[config.mk]
export PLATFORM = sky130hd
export DESIGN_NAME = dpsc_core
export DESIGN_NICKNAME = d
export VERILOG_FILES = /design/src/hw/dpsc_pkg.sv /design/src/hw/dpsc_core.sv /design/src/hw/dpsc_sync.sv
export VERILOG_INCLUDE_DIRS = /design/src /design/src/hw
export SDC_FILE = /design/constraint.sdc
export NUM_CORES = 1
export LEC_CHECK = 0
export BUFFER_PORTS_ARGS = -buffer_cell sky130_fd_sc_hd__buf_2
export CAP_MARGIN = 30
export CORE_ASPECT_RATIO = 1.5
export CORE_UTILIZATION = 45
export CTS_CLUSTER_SIZE = 8
export DETAILED_ROUTE_END_ITERATION = 10
export HOLD_SLACK_MARGIN = 0.08
export SLEW_MARGIN = 20
export SYNTH_ARGS = -nofsm -noshare
export SYNTH_HDL_FRONTEND = slang
export SYNTH_SLANG_ARGS = --single-unit
[constraint.sdc]
create_clock -name ref_clk_i -period 20.6 [get_ports ref_clk_i]
set_input_delay 3.09 -clock ref_clk_i [delete_from_list [all_inputs] [get_ports ref_clk_i]]
set_output_delay 3.09 -clock ref_clk_i [all_outputs]
set_load 0.03 [all_outputs]
[src/hw/dpsc_map.svh]
/*
 * constants for the dual pot serial command unit: opcodes, addresses, widths.
 * assumes 16-bit frames, msb first, opcode in bits 15:12, address in 11:8.
 */
`ifndef DPSC_MAP_SVH
`define DPSC_MAP_SVH

// ----------------------------------------------------------------------------
// frame layout
// ----------------------------------------------------------------------------
`define DPSC_FRAME_W      5'h10
`define DPSC_CNT_LAST     4'hF
`define DPSC_OP_HI        15
`define DPSC_OP_LO        12
`define DPSC_AD_HI        11
`define DPSC_AD_LO        8
`define DPSC_DATA_HI      7

// ----------------------------------------------------------------------------
// opcodes
// ----------------------------------------------------------------------------
`define DPSC_OP_NOP       4'h0
`define DPSC_OP_SAVE      4'h2
`define DPSC_OP_STORE     4'h3
`define DPSC_OP_READ      4'h9
`define DPSC_OP_LOAD      4'hB
`define DPSC_OP_SHL       4'hC
`define DPSC_OP_INC       4'hE

// ----------------------------------------------------------------------------
// addresses and reset values
// ----------------------------------------------------------------------------
`define DPSC_AD_CH1       4'h0
`define DPSC_AD_CH2       4'h1
`define DPSC_AD_SPARE1    4'h2
`define DPSC_AD_SPARE2    4'h3
`define DPSC_AD_SPARE3    4'h4
`define DPSC_NV_SLOTS     16
`define DPSC_NV_RST       8'h80
`define DPSC_BYTE_MAX     8'hFF
`define DPSC_BYTE_ONE     8'h01

`endif

[src/hw/dpsc_pkg.sv]
/*
 * types for the dual pot serial command unit.
 * assumes dpsc_map.svh is included by the design files.
 */
package dpsc_pkg;

    // ------------------------------------------------------------------------
    // decoded command frame
    // ------------------------------------------------------------------------
    typedef struct packed {
        logic [3:0] op;
        logic [3:0] addr;
        logic [7:0] data;
    } dpsc_frame_t;

    typedef enum logic [1:0] {
        DPSC_IDLE  = 2'b00,
        DPSC_ARMED = 2'b01
    } dpsc_rd_state_t;

endpackage

[src/hw/dpsc_core.sv]
/*
 * serial command decoder of a dual channel nonvolatile digital potentiometer.
 * assumes an spi mode 0 host: sclk idle low, sdi sampled on rising edge,
 * sdo changes on falling edge, msb first, cs_n low frames 16 clocks.
 */
`timescale 1ns/10ps
`include "dpsc_map.svh"
// Contract
// - shift-left on channel 2 doubles wiper
// - store writes low byte to spare slot
// - read-prepare latches spare slot for next frame
// - next frame returns byte in last eight bits
// - nop returns device to idle state
// - write-protect low blocks wiper setting changes
// - preset strobe reloads wipers from nonvolatile copies
// - load on channel 1 copies byte
// - increment on channel 1 adds one
// - save on channel 1 copies wiper to nonvolatile
module dpsc_core (
    input  wire logic       ref_clk_i,
    input  wire logic       sys_rst_i,
    input  wire logic       sclk_i,
    input  wire logic       cs_n_i,
    input  wire logic       sdi_i,
    input  wire logic       write_protect_n_i,
    input  wire logic       preset_strobe_n_i,
    output logic            sdo_o,
    output logic [7:0]      wiper_setting_ch1_o,
    output logic [7:0]      wiper_setting_ch2_o,
    output logic            idle_o
);
    logic                   sclk_s;
    logic                   cs_n_s;
    logic                   sdi_s;
    logic                   wp_n_s;
    logic                   pst_n_s;
    logic                   sclk_q;
    logic                   cs_n_q;
    logic                   pst_n_q;
    logic [3:0]             cnt_q;
    logic [15:0]            rx_q;
    logic [15:0]            tx_q;
    logic [15:0]            echo_q;
    logic [7:0]             nv_q [`DPSC_NV_SLOTS];
    logic [7:0]             rd_byte_q;
    dpsc_pkg::dpsc_rd_state_t rd_q;
    dpsc_pkg::dpsc_frame_t  fr;
    logic                   rise;
    logic                   fall;
    logic                   frame_end;
    logic                   frame_start;
    logic                   preset;

    // ------------------------------------------------------------------------
    // pin synchronisers
    // ------------------------------------------------------------------------
    dpsc_sync #(.RST_VAL(1'b0)) u_sclk (.ref_clk_i(ref_clk_i), .sys_rst_i(sys_rst_i),
        .pin_i(sclk_i), .level_o(sclk_s));
    dpsc_sync #(.RST_VAL(1'b1)) u_cs (.ref_clk_i(ref_clk_i), .sys_rst_i(sys_rst_i),
        .pin_i(cs_n_i), .level_o(cs_n_s));
    dpsc_sync #(.RST_VAL(1'b0)) u_sdi (.ref_clk_i(ref_clk_i), .sys_rst_i(sys_rst_i),
        .pin_i(sdi_i), .level_o(sdi_s));
    dpsc_sync #(.RST_VAL(1'b1)) u_wp (.ref_clk_i(ref_clk_i), .sys_rst_i(sys_rst_i),
        .pin_i(write_protect_n_i), .level_o(wp_n_s));
    dpsc_sync #(.RST_VAL(1'b1)) u_pst (.ref_clk_i(ref_clk_i), .sys_rst_i(sys_rst_i),
        .pin_i(preset_strobe_n_i), .level_o(pst_n_s));

    always_ff @(posedge ref_clk_i or posedge sys_rst_i) begin
        if (sys_rst_i) begin
            sclk_q  <= 1'b0;
            cs_n_q  <= 1'b1;
            pst_n_q <= 1'b1;
        end else begin
            sclk_q  <= sclk_s;
            cs_n_q  <= cs_n_s;
            pst_n_q <= pst_n_s;
        end
    end

    assign rise        = sclk_s & ~sclk_q & ~cs_n_s;
    assign fall        = ~sclk_s & sclk_q & ~cs_n_s;
    assign frame_start = cs_n_q & ~cs_n_s;
    assign frame_end   = rise && (cnt_q == `DPSC_CNT_LAST);
    assign fr          = {rx_q[14:0], sdi_s};
    assign preset      = pst_n_q & ~pst_n_s;

    // ------------------------------------------------------------------------
    // receive shifter and bit counter
    // ------------------------------------------------------------------------
    always_ff @(posedge ref_clk_i or posedge sys_rst_i) begin
        if (sys_rst_i) begin
            cnt_q <= '0;
            rx_q  <= '0;
        end else if (cs_n_s) begin
            cnt_q <= '0;
        end else if (rise) begin
            cnt_q <= cnt_q + 4'h1;
            rx_q  <= fr;
        end
    end

    // ------------------------------------------------------------------------
    // read-prepare state and daisy chain copy
    // ------------------------------------------------------------------------
    always_ff @(posedge ref_clk_i or posedge sys_rst_i) begin
        if (sys_rst_i) begin
            rd_q      <= dpsc_pkg::DPSC_IDLE;
            rd_byte_q <= '0;
            echo_q    <= '0;
            idle_o    <= 1'b1;
        end else if (frame_end) begin
            echo_q <= fr;
            if (fr.op == `DPSC_OP_READ) begin
                rd_q      <= dpsc_pkg::DPSC_ARMED;
                rd_byte_q <= nv_q[fr.addr];
                idle_o    <= 1'b0;
            end else begin
                rd_q <= dpsc_pkg::DPSC_IDLE;
                if (fr.op == `DPSC_OP_NOP) begin
                    idle_o <= 1'b1;
                end
            end
        end else if (rise && cnt_q == '0) begin
            idle_o <= 1'b0;
        end
    end

    // ------------------------------------------------------------------------
    // transmit shifter, loaded at frame start
    // ------------------------------------------------------------------------
    always_ff @(posedge ref_clk_i or posedge sys_rst_i) begin
        if (sys_rst_i) begin
            tx_q  <= '0;
            sdo_o <= 1'b0;
        end else if (frame_start) begin
            if (rd_q == dpsc_pkg::DPSC_ARMED) begin
                tx_q  <= {8'h00, rd_byte_q};
                sdo_o <= 1'b0;
            end else begin
                tx_q  <= echo_q;
                sdo_o <= echo_q[15];
            end
        end else if (fall && cnt_q != '0) begin
            tx_q  <= {tx_q[14:0], 1'b0};
            sdo_o <= tx_q[14];
        end
    end

    // ------------------------------------------------------------------------
    // wiper settings
    // ------------------------------------------------------------------------
    always_ff @(posedge ref_clk_i or posedge sys_rst_i) begin
        if (sys_rst_i) begin
            wiper_setting_ch1_o <= `DPSC_NV_RST;
            wiper_setting_ch2_o <= `DPSC_NV_RST;
        end else if (!wp_n_s) begin
            wiper_setting_ch1_o <= wiper_setting_ch1_o;
        end else if (preset) begin
            wiper_setting_ch1_o <= nv_q[`DPSC_AD_CH1];
            wiper_setting_ch2_o <= nv_q[`DPSC_AD_CH2];
        end else if (frame_end) begin
            unique case (fr.op)
                `DPSC_OP_LOAD: begin
                    if (fr.addr == `DPSC_AD_CH1) wiper_setting_ch1_o <= fr.data;
                    if (fr.addr == `DPSC_AD_CH2) wiper_setting_ch2_o <= fr.data;
                end
                `DPSC_OP_INC: begin
                    if (fr.addr == `DPSC_AD_CH1 && wiper_setting_ch1_o != `DPSC_BYTE_MAX)
                        wiper_setting_ch1_o <= wiper_setting_ch1_o + `DPSC_BYTE_ONE;
                    if (fr.addr == `DPSC_AD_CH2 && wiper_setting_ch2_o != `DPSC_BYTE_MAX)
                        wiper_setting_ch2_o <= wiper_setting_ch2_o + `DPSC_BYTE_ONE;
                end
                `DPSC_OP_SHL: begin
                    if (fr.addr == `DPSC_AD_CH2)
                        wiper_setting_ch2_o <= dbl(wiper_setting_ch2_o);
                    if (fr.addr == `DPSC_AD_CH1)
                        wiper_setting_ch1_o <= dbl(wiper_setting_ch1_o);
                end
                default: begin
                end
            endcase
        end
    end

    function automatic logic [7:0] dbl(input logic [7:0] v);
        dbl = v[`DPSC_DATA_HI] ? `DPSC_BYTE_MAX : {v[6:0], 1'b0};
    endfunction

    // ------------------------------------------------------------------------
    // nonvolatile copies and spare slots
    // ------------------------------------------------------------------------
    always_ff @(posedge ref_clk_i or posedge sys_rst_i) begin
        if (sys_rst_i) begin
            for (int i = 0; i < `DPSC_NV_SLOTS; i++) nv_q[i] <= `DPSC_NV_RST;
        end else if (frame_end && wp_n_s) begin
            if (fr.op == `DPSC_OP_SAVE && fr.addr == `DPSC_AD_CH1)
                nv_q[`DPSC_AD_CH1] <= wiper_setting_ch1_o;
            if (fr.op == `DPSC_OP_SAVE && fr.addr == `DPSC_AD_CH2)
                nv_q[`DPSC_AD_CH2] <= wiper_setting_ch2_o;
            if (fr.op == `DPSC_OP_STORE && fr.addr >= `DPSC_AD_SPARE1)
                nv_q[fr.addr] <= fr.data;
        end
    end

    // ------------------------------------------------------------------------
    // checks
    // ------------------------------------------------------------------------
    shl_ch2_a: assert property (@(posedge ref_clk_i) disable iff (sys_rst_i)
        frame_end && wp_n_s && !preset && fr.op == `DPSC_OP_SHL && fr.addr == `DPSC_AD_CH2
        |=> wiper_setting_ch2_o == dbl($past(wiper_setting_ch2_o)))
        else $error("shift left did not double channel 2");
    store_spare_a: assert property (@(posedge ref_clk_i) disable iff (sys_rst_i)
        frame_end && wp_n_s && fr.op == `DPSC_OP_STORE && fr.addr == `DPSC_AD_SPARE1
        |=> nv_q[`DPSC_AD_SPARE1] == $past(fr.data))
        else $error("spare store lost");
    read_arm_a: assert property (@(posedge ref_clk_i) disable iff (sys_rst_i)
        frame_end && fr.op == `DPSC_OP_READ |=> rd_q == dpsc_pkg::DPSC_ARMED)
        else $error("read not armed");
    read_load_a: assert property (@(posedge ref_clk_i) disable iff (sys_rst_i)
        frame_start && rd_q == dpsc_pkg::DPSC_ARMED |=> tx_q[7:0] == $past(rd_byte_q))
        else $error("readback byte not loaded");
    nop_idle_a: assert property (@(posedge ref_clk_i) disable iff (sys_rst_i)
        frame_end && fr.op == `DPSC_OP_NOP |=> idle_o)
        else $error("nop did not idle");
    wp_hold_a: assert property (@(posedge ref_clk_i) disable iff (sys_rst_i)
        !wp_n_s |=> $stable(wiper_setting_ch1_o) && $stable(wiper_setting_ch2_o))
        else $error("wiper changed under protect");
    preset_load_a: assert property (@(posedge ref_clk_i) disable iff (sys_rst_i)
        preset && wp_n_s |=> wiper_setting_ch1_o == $past(nv_q[`DPSC_AD_CH1]))
        else $error("preset did not reload");
    load_ch1_a: assert property (@(posedge ref_clk_i) disable iff (sys_rst_i)
        frame_end && wp_n_s && !preset && fr.op == `DPSC_OP_LOAD && fr.addr == `DPSC_AD_CH1
        |=> wiper_setting_ch1_o == $past(fr.data))
        else $error("load channel 1 failed");
    echo_load_a: assert property (@(posedge ref_clk_i) disable iff (sys_rst_i)
        frame_start && rd_q == dpsc_pkg::DPSC_IDLE |=> tx_q == $past(echo_q))
        else $error("echo frame not loaded");
    cov_read_c:  cover property (@(posedge ref_clk_i) frame_end && fr.op == `DPSC_OP_READ);
    cov_shl_c:   cover property (@(posedge ref_clk_i) frame_end && fr.op == `DPSC_OP_SHL);
    cov_pre_c:   cover property (@(posedge ref_clk_i) preset);
endmodule

[src/hw/dpsc_sync.sv]
/*
 * three-flop synchroniser with agreement filter for a pin input.
 * assumes the pin is asynchronous to ref_clk_i.
 */
`timescale 1ns/10ps
module dpsc_sync #(
    parameter logic RST_VAL = 1'b0
) (
    input  wire logic ref_clk_i,
    input  wire logic sys_rst_i,
    input  wire logic pin_i,
    output logic      level_o
);
    logic [2:0] sh_q;

    // ------------------------------------------------------------------------
    // sample chain, output moves when stages two and three agree
    // ------------------------------------------------------------------------
    always_ff @(posedge ref_clk_i or posedge sys_rst_i) begin
        if (sys_rst_i) begin
            sh_q <= {3{RST_VAL}};
        end else begin
            sh_q <= {sh_q[1:0], pin_i};
        end
    end

    always_ff @(posedge ref_clk_i or posedge sys_rst_i) begin
        if (sys_rst_i) begin
            level_o <= RST_VAL;
        end else if (sh_q[1] == sh_q[2]) begin
            level_o <= sh_q[2];
        end
    end
endmodule
==> out/metrics.cfg, run 1 <==
[timing]
finalHoldViolCount=0
slew_headroom_pct=35.86
slew_violations=0
fin_skew_ns=0.02046
finalCriticalPeriod_ns=4.510
worstMarginPinSlew_ns=0.9602
setup_viol=0
fmax_mhz=221.7
rsz0062_at_grt=no
min_period_over_period_pct=21.89
setup_slack_ns=16.09
fin_setup_tns_ns=0

[worst_setup_path]
reg2regPathDepth=5
path_delay_family=flip-flops
cp_num_cells=1
setup.worst_path.end_class=output port
path_cells=buf_2
critPathMaxFanout=12
required_ns=17.51
startpoint_type=register
cp.arrival_ns=1.42
crit_buf_inv=1
slowest_delay_ns=0.67
critPathKind=reg2out
critPathSlowestCell=dfstp_2

[placement]
place_area_um2=11000
dp_slack_ns=15.57
dp_hpwl_um=15870
gp_congestion=0.8240
io_buffer_count=24

[hold_path]
min_path_cells=0
hp-class=reg2reg

[cells_and_area]
n_antenna_cell=0
mostFrequentLayoutCells=dfrtp_1 (194), mux2_2 (155), nand2_1 (78), clkbuf_16 (35), dfstp_2 (33)
drive_gt1_share_pct=37.37
layout_commonest_cell=dfrtp_1
syn_to_final_growth_pct=12.91
nFillCells=2001
fin_area_um2=12080
final_nets=845

[synth]
synth-edff-count=0
ys_ff_latch=228
synth.area.top_cells=dfrtp_1 (46%), mux2_2 (16%), dfstp_2 (8.1%)
ys_warn_count=0
ys_types=62
ys_dominant_reg_cell=dfrtp_1
syn_avg_cell_area_um2=12.95
ys_seq_area_share_pct=53.71
synth_area_um2=10700
synth_nets=837
syn_inst=826
yosysTopAreaCell=dfrtp_1
async_flop_share_pct=100.0
netlist.area_leader.share_pct=45.60

[routing]
vias=6731
antenna_left=0
drtIter0Drc=395
wl_per_cell_um=20.84
drt-total-wl_um=24470
dr.pass1.iters=5
post_drt_via_cell_ratio=5.733
drc_errors=0

[die]
die_y_um=190.9
die_area_um2=24410
die_w_um=127.9
rows=68
core_area_um2=23140
ios=25
start_util_pct=46.24

[clock_network]
clock_latency_ns=0.50
cts_sinks=228
clock_path_buffers=3
cts-root-buf=clkbuf_16
cts_setup_buffers=0
clkTransAtPathRegs_ns=0.05
numCtsBuffers=34
cts_tree=built
hold_buffers=0
cts_resized=0
htree_levels=2

[grt]
grt_max_degree=154
gr-total-overflow=0
antenna_found_initial=0
grt_pass1_wl_um=39580
groute.usage.overall_pct=21.24
grt_pass1_vias=7110

[power_and_ir_drop]
ir_worst_vdd_uv=63.68
powerDensity_nw_per_um2=108.1
leakage_nw=5.668

[flow_run]
maxCapViolations=0

[run_status]
status=finished clean

-- layer usage --
metal | vias up | share of wire, % | GRT usage [%]
li1 | 3016 | - | -
met1 | 3536 | 40 | 25.05
met2 | 134 | 54 | 38.61
met3 | 45 | 3.5 | 3.114
met4 | 0 | 3.2 | 8.235
met5 | - | 0 | 0
-- Yosys cell counts (10+ instances only) --
master / instances
mux2_2: 155
clkbuf_1: 37
a211oi_1: 11
mux4_2: 32
nor2_1: 19
dfrtp_1: 195
nor2b_1: 17
o21ai_0: 27
buf_1: 10
nor3_1: 14
dfstp_2: 33
mux2i_1: 20
nand2_1: 78
a21oi_1: 20
nand3_1: 27
-- logic make-up (layout without fill, tap and decap cells) --
logic type	Yosys count	in the layout	share of synthesized area, %
AOI/OAI and AO/OA	91	91	5.578
buffers and inverters	69	102	2.806
adders and majority gates	9	9	0.9355
muxes	214	214	25.90
and+or+nand+nor	206	206	10.34
DFF	228	228	53.71
xor gates and xnor gates	9	9	0.7366
-- through the flow --
step	hold slack, ns	std cells	power, W	utilization [%]
final	0.3432	1174	0.001306	52.21
after global routing	0.3521	1174	0.001364	52.21
after CTS	0.3474	1171	0.001320	51.97
after detailed placement	0.3379	1110	0.0007875	47.54
after global placement	0.3323	1110	0.0007789	47.54
after floorplan	0.3312	826	0.0007171	-
-- final timing paths --
path                                   startpoint                         end  slack [ns]
max                        wiper_setting_ch1_o[7]      wiper_setting_ch1_o[7]       16.09
min                                 u_sdi.sh_q[0]               u_sdi.sh_q[1]        0.34
max reg2reg                                sclk_q      wiper_setting_ch1_o[4]       17.76
min reg2reg                         u_sdi.sh_q[0]               u_sdi.sh_q[1]        0.34
max in group asynchronous               sys_rst_i                      cs_n_q       16.64
min in group asynchronous               sys_rst_i  asynchronous set/reset pin        2.67
-- final cells by class --
cell class              count  area (µm²)  area share (%)
clock inverters             3       62.56          0.5178
well taps                 315       394.1           3.262
clock buffers              58       962.2           7.964
flip-flops and latches    228        5748           47.58
repair buffers             34       222.7           1.843
multi-input cells         529        4653           38.51
inverters                   7       38.79          0.3210
-- power by group --
group          leakage, nW  total [W]  switching [W]  internal [W]
Clock                0.486   0.000526       0.000197      0.000330
Combinational         2.18   0.000226       0.000135     0.0000902
Sequential            3.01   0.000555      0.0000740      0.000480
(Power assumes the default switching activity.)
==> run 2, diff against run 1 <==
- clock period: 20.6 -> 4.65 ns (I/O delays scaled with it)
==> run 2 against run 1 <==
  * Final area fell by 0.17%
  * Hold slack got worse by 0.036 ns
  * Final cell count fell by 0.17%
  * Combinational power rose to 3.9 times the previous value
  * Clock-buffer cell count rose by 1
  * Utilization fell by 0.087 points
  * Via count fell by 1.3%
  * Setup slack got worse by 14 ns
  * Critical endpoint is now wiper_setting_ch1_o[1]
  * Clock power rose to 4.4 times the previous value
==> out/metrics.cfg, run 2 (synthesis results as in run 1) <==
[placement]
gp_congestion=0.8325
dp_hpwl_um=15450
place_area_um2=11020
dp_slack_ns=1.790
io_buffer_count=24

[die]
die_w_um=127.9
die_y_um=190.9
rows=68
die_area_um2=24410
core_area_um2=23140
start_util_pct=46.24
ios=25

[cells_and_area]
final_nets=843
syn_to_final_growth_pct=12.72
nFillCells=1992
fin_area_um2=12060
mostFrequentLayoutCells=dfrtp_1 (194), mux2_2 (155), nand2_1 (78), clkbuf_16 (35), dfstp_2 (33)
layout_commonest_cell=dfrtp_1
final_util_pct=52.12
n_antenna_cell=0
drive_gt1_share_pct=37.22

[clock_network]
htree_levels=2
clock_latency_ns=0.49
clkTransAtPathRegs_ns=0.05
numCtsBuffers=34
clock_path_buffers=3
cts_sinks=228
hold_buffers=0
cts_setup_buffers=0
cts_resized=0
cts_tree=built
cts-root-buf=clkbuf_16

[worst_setup_path]
path_cells=and2b_1 -> and3_1 -> nand2_2 -> a221oi_4 -> mux2_2
critPathKind=reg2reg
startpoint_type=register
slowest_delay_ns=0.65
critPathMaxFanout=16
cp.arrival_ns=3.08
required_ns=5.02
setup.worst_path.end_class=register
critPathSlowestCell=and3_1

[timing]
setup_viol=0
hold-worst-slack_ns=0.3071
slew_headroom_pct=38.03
worstMarginPinSlew_ns=0.9276
finalHoldViolCount=0
min_period_over_period_pct=58.26
finalCriticalPeriod_ns=2.709
fin_setup_tns_ns=0
rsz0062_at_grt=no
slew_violations=0
fin_skew_ns=0.01855
setup_slack_ns=1.941
fmax_mhz=369.1

[power_and_ir_drop]
leakage_nw=5.651
ir_worst_vdd_uv=242.1
powerDensity_nw_per_um2=476.8

[routing]
drtIter0Drc=380
post_drt_via_cell_ratio=5.671
dr.pass1.iters=5
wl_per_cell_um=19.91
vias=6646
drc_errors=0
drt-total-wl_um=23330
antenna_left=0

[grt]
gr-total-overflow=0
grt_pass1_wl_um=38000
groute.usage.overall_pct=20.13
antenna_found_initial=0
grt_max_degree=124
grt_pass1_vias=6903

[hold_path]
hp-class=in2reg

[run_status]
status=finished clean

[flow_run]
maxCapViolations=0

run 2: changes by cell type in the layout (fill, tap and decap cells not counted), sizes merged:
cell | before | now
clkinvlp | 0 | 1
buf | 33 | 32
clkinv | 3 | 0
inv | 6 | 7
run 2: routing by layer:
layer	vias up	GRT usage [%]	share of wire, %
met4	0	8.371	3.5
met5	-	0	0
met1	3441	24.92	42
met3	46	3.311	3.3
li1	3026	-	-
met2	133	34.72	51
run 2: path summary, 6_finish.rpt:
kind,from,end,slack (ns),cells after the start
worst max-delay path,sclk_q,wiper_setting_ch1_o[1],1.94,5
worst min-delay path,cs_n_i,u_cs.sh_q[0],0.31,1
worst max register to register,sclk_q,wiper_setting_ch1_o[1],1.94,5
worst min register to register,u_sdi.sh_q[0],u_sdi.sh_q[1],0.34,0
max in group asynchronous,sys_rst_i,rx_q[7],3.69,3
min in group asynchronous,sys_rst_i,wiper_setting_ch2_o[0],0.35,3
run 2: critical path: cells and delay by family (launching register included):
| family | cells | cell delay (ns) |
|---|---|---|
| multiplexers | 1 | 0.40 |
| AND/OR/NAND/NOR | 3 | 1.23 |
| flip-flops | 1 | 0.37 |
| AO/OA/AOI/OAI | 1 | 0.59 |
run 2: where the power goes:
| group | internal (W) | switching [W] |
|---|---|---|
| registers | 0.00213 | 0.000451 |
| clock network | 0.00145 | 0.000832 |
| logic | 0.000394 | 0.000495 |
run 2: through the flow:
stage / cells / total power (W)
3_5_place_dp: 1109 / 0.003500
5_1_grt: 1172 / 0.006019
3_3_place_gp: 1109 / 0.003476
4_1_cts: 1170 / 0.005814
6_report: 1172 / 0.005751
2_1_floorplan: 826 / 0.003177
run 2: final cells by class:
type                       count  area [µm²]  area share (%)
multi-input combinational    529        4656           38.60
timing repair buffer          32       229.0           1.898
clock inverter                 2       38.79          0.3216
inverter                       7       30.03          0.2490
clock buffer                  59       965.9           8.008
sequential                   228        5748           47.66
tap                          315       394.1           3.268
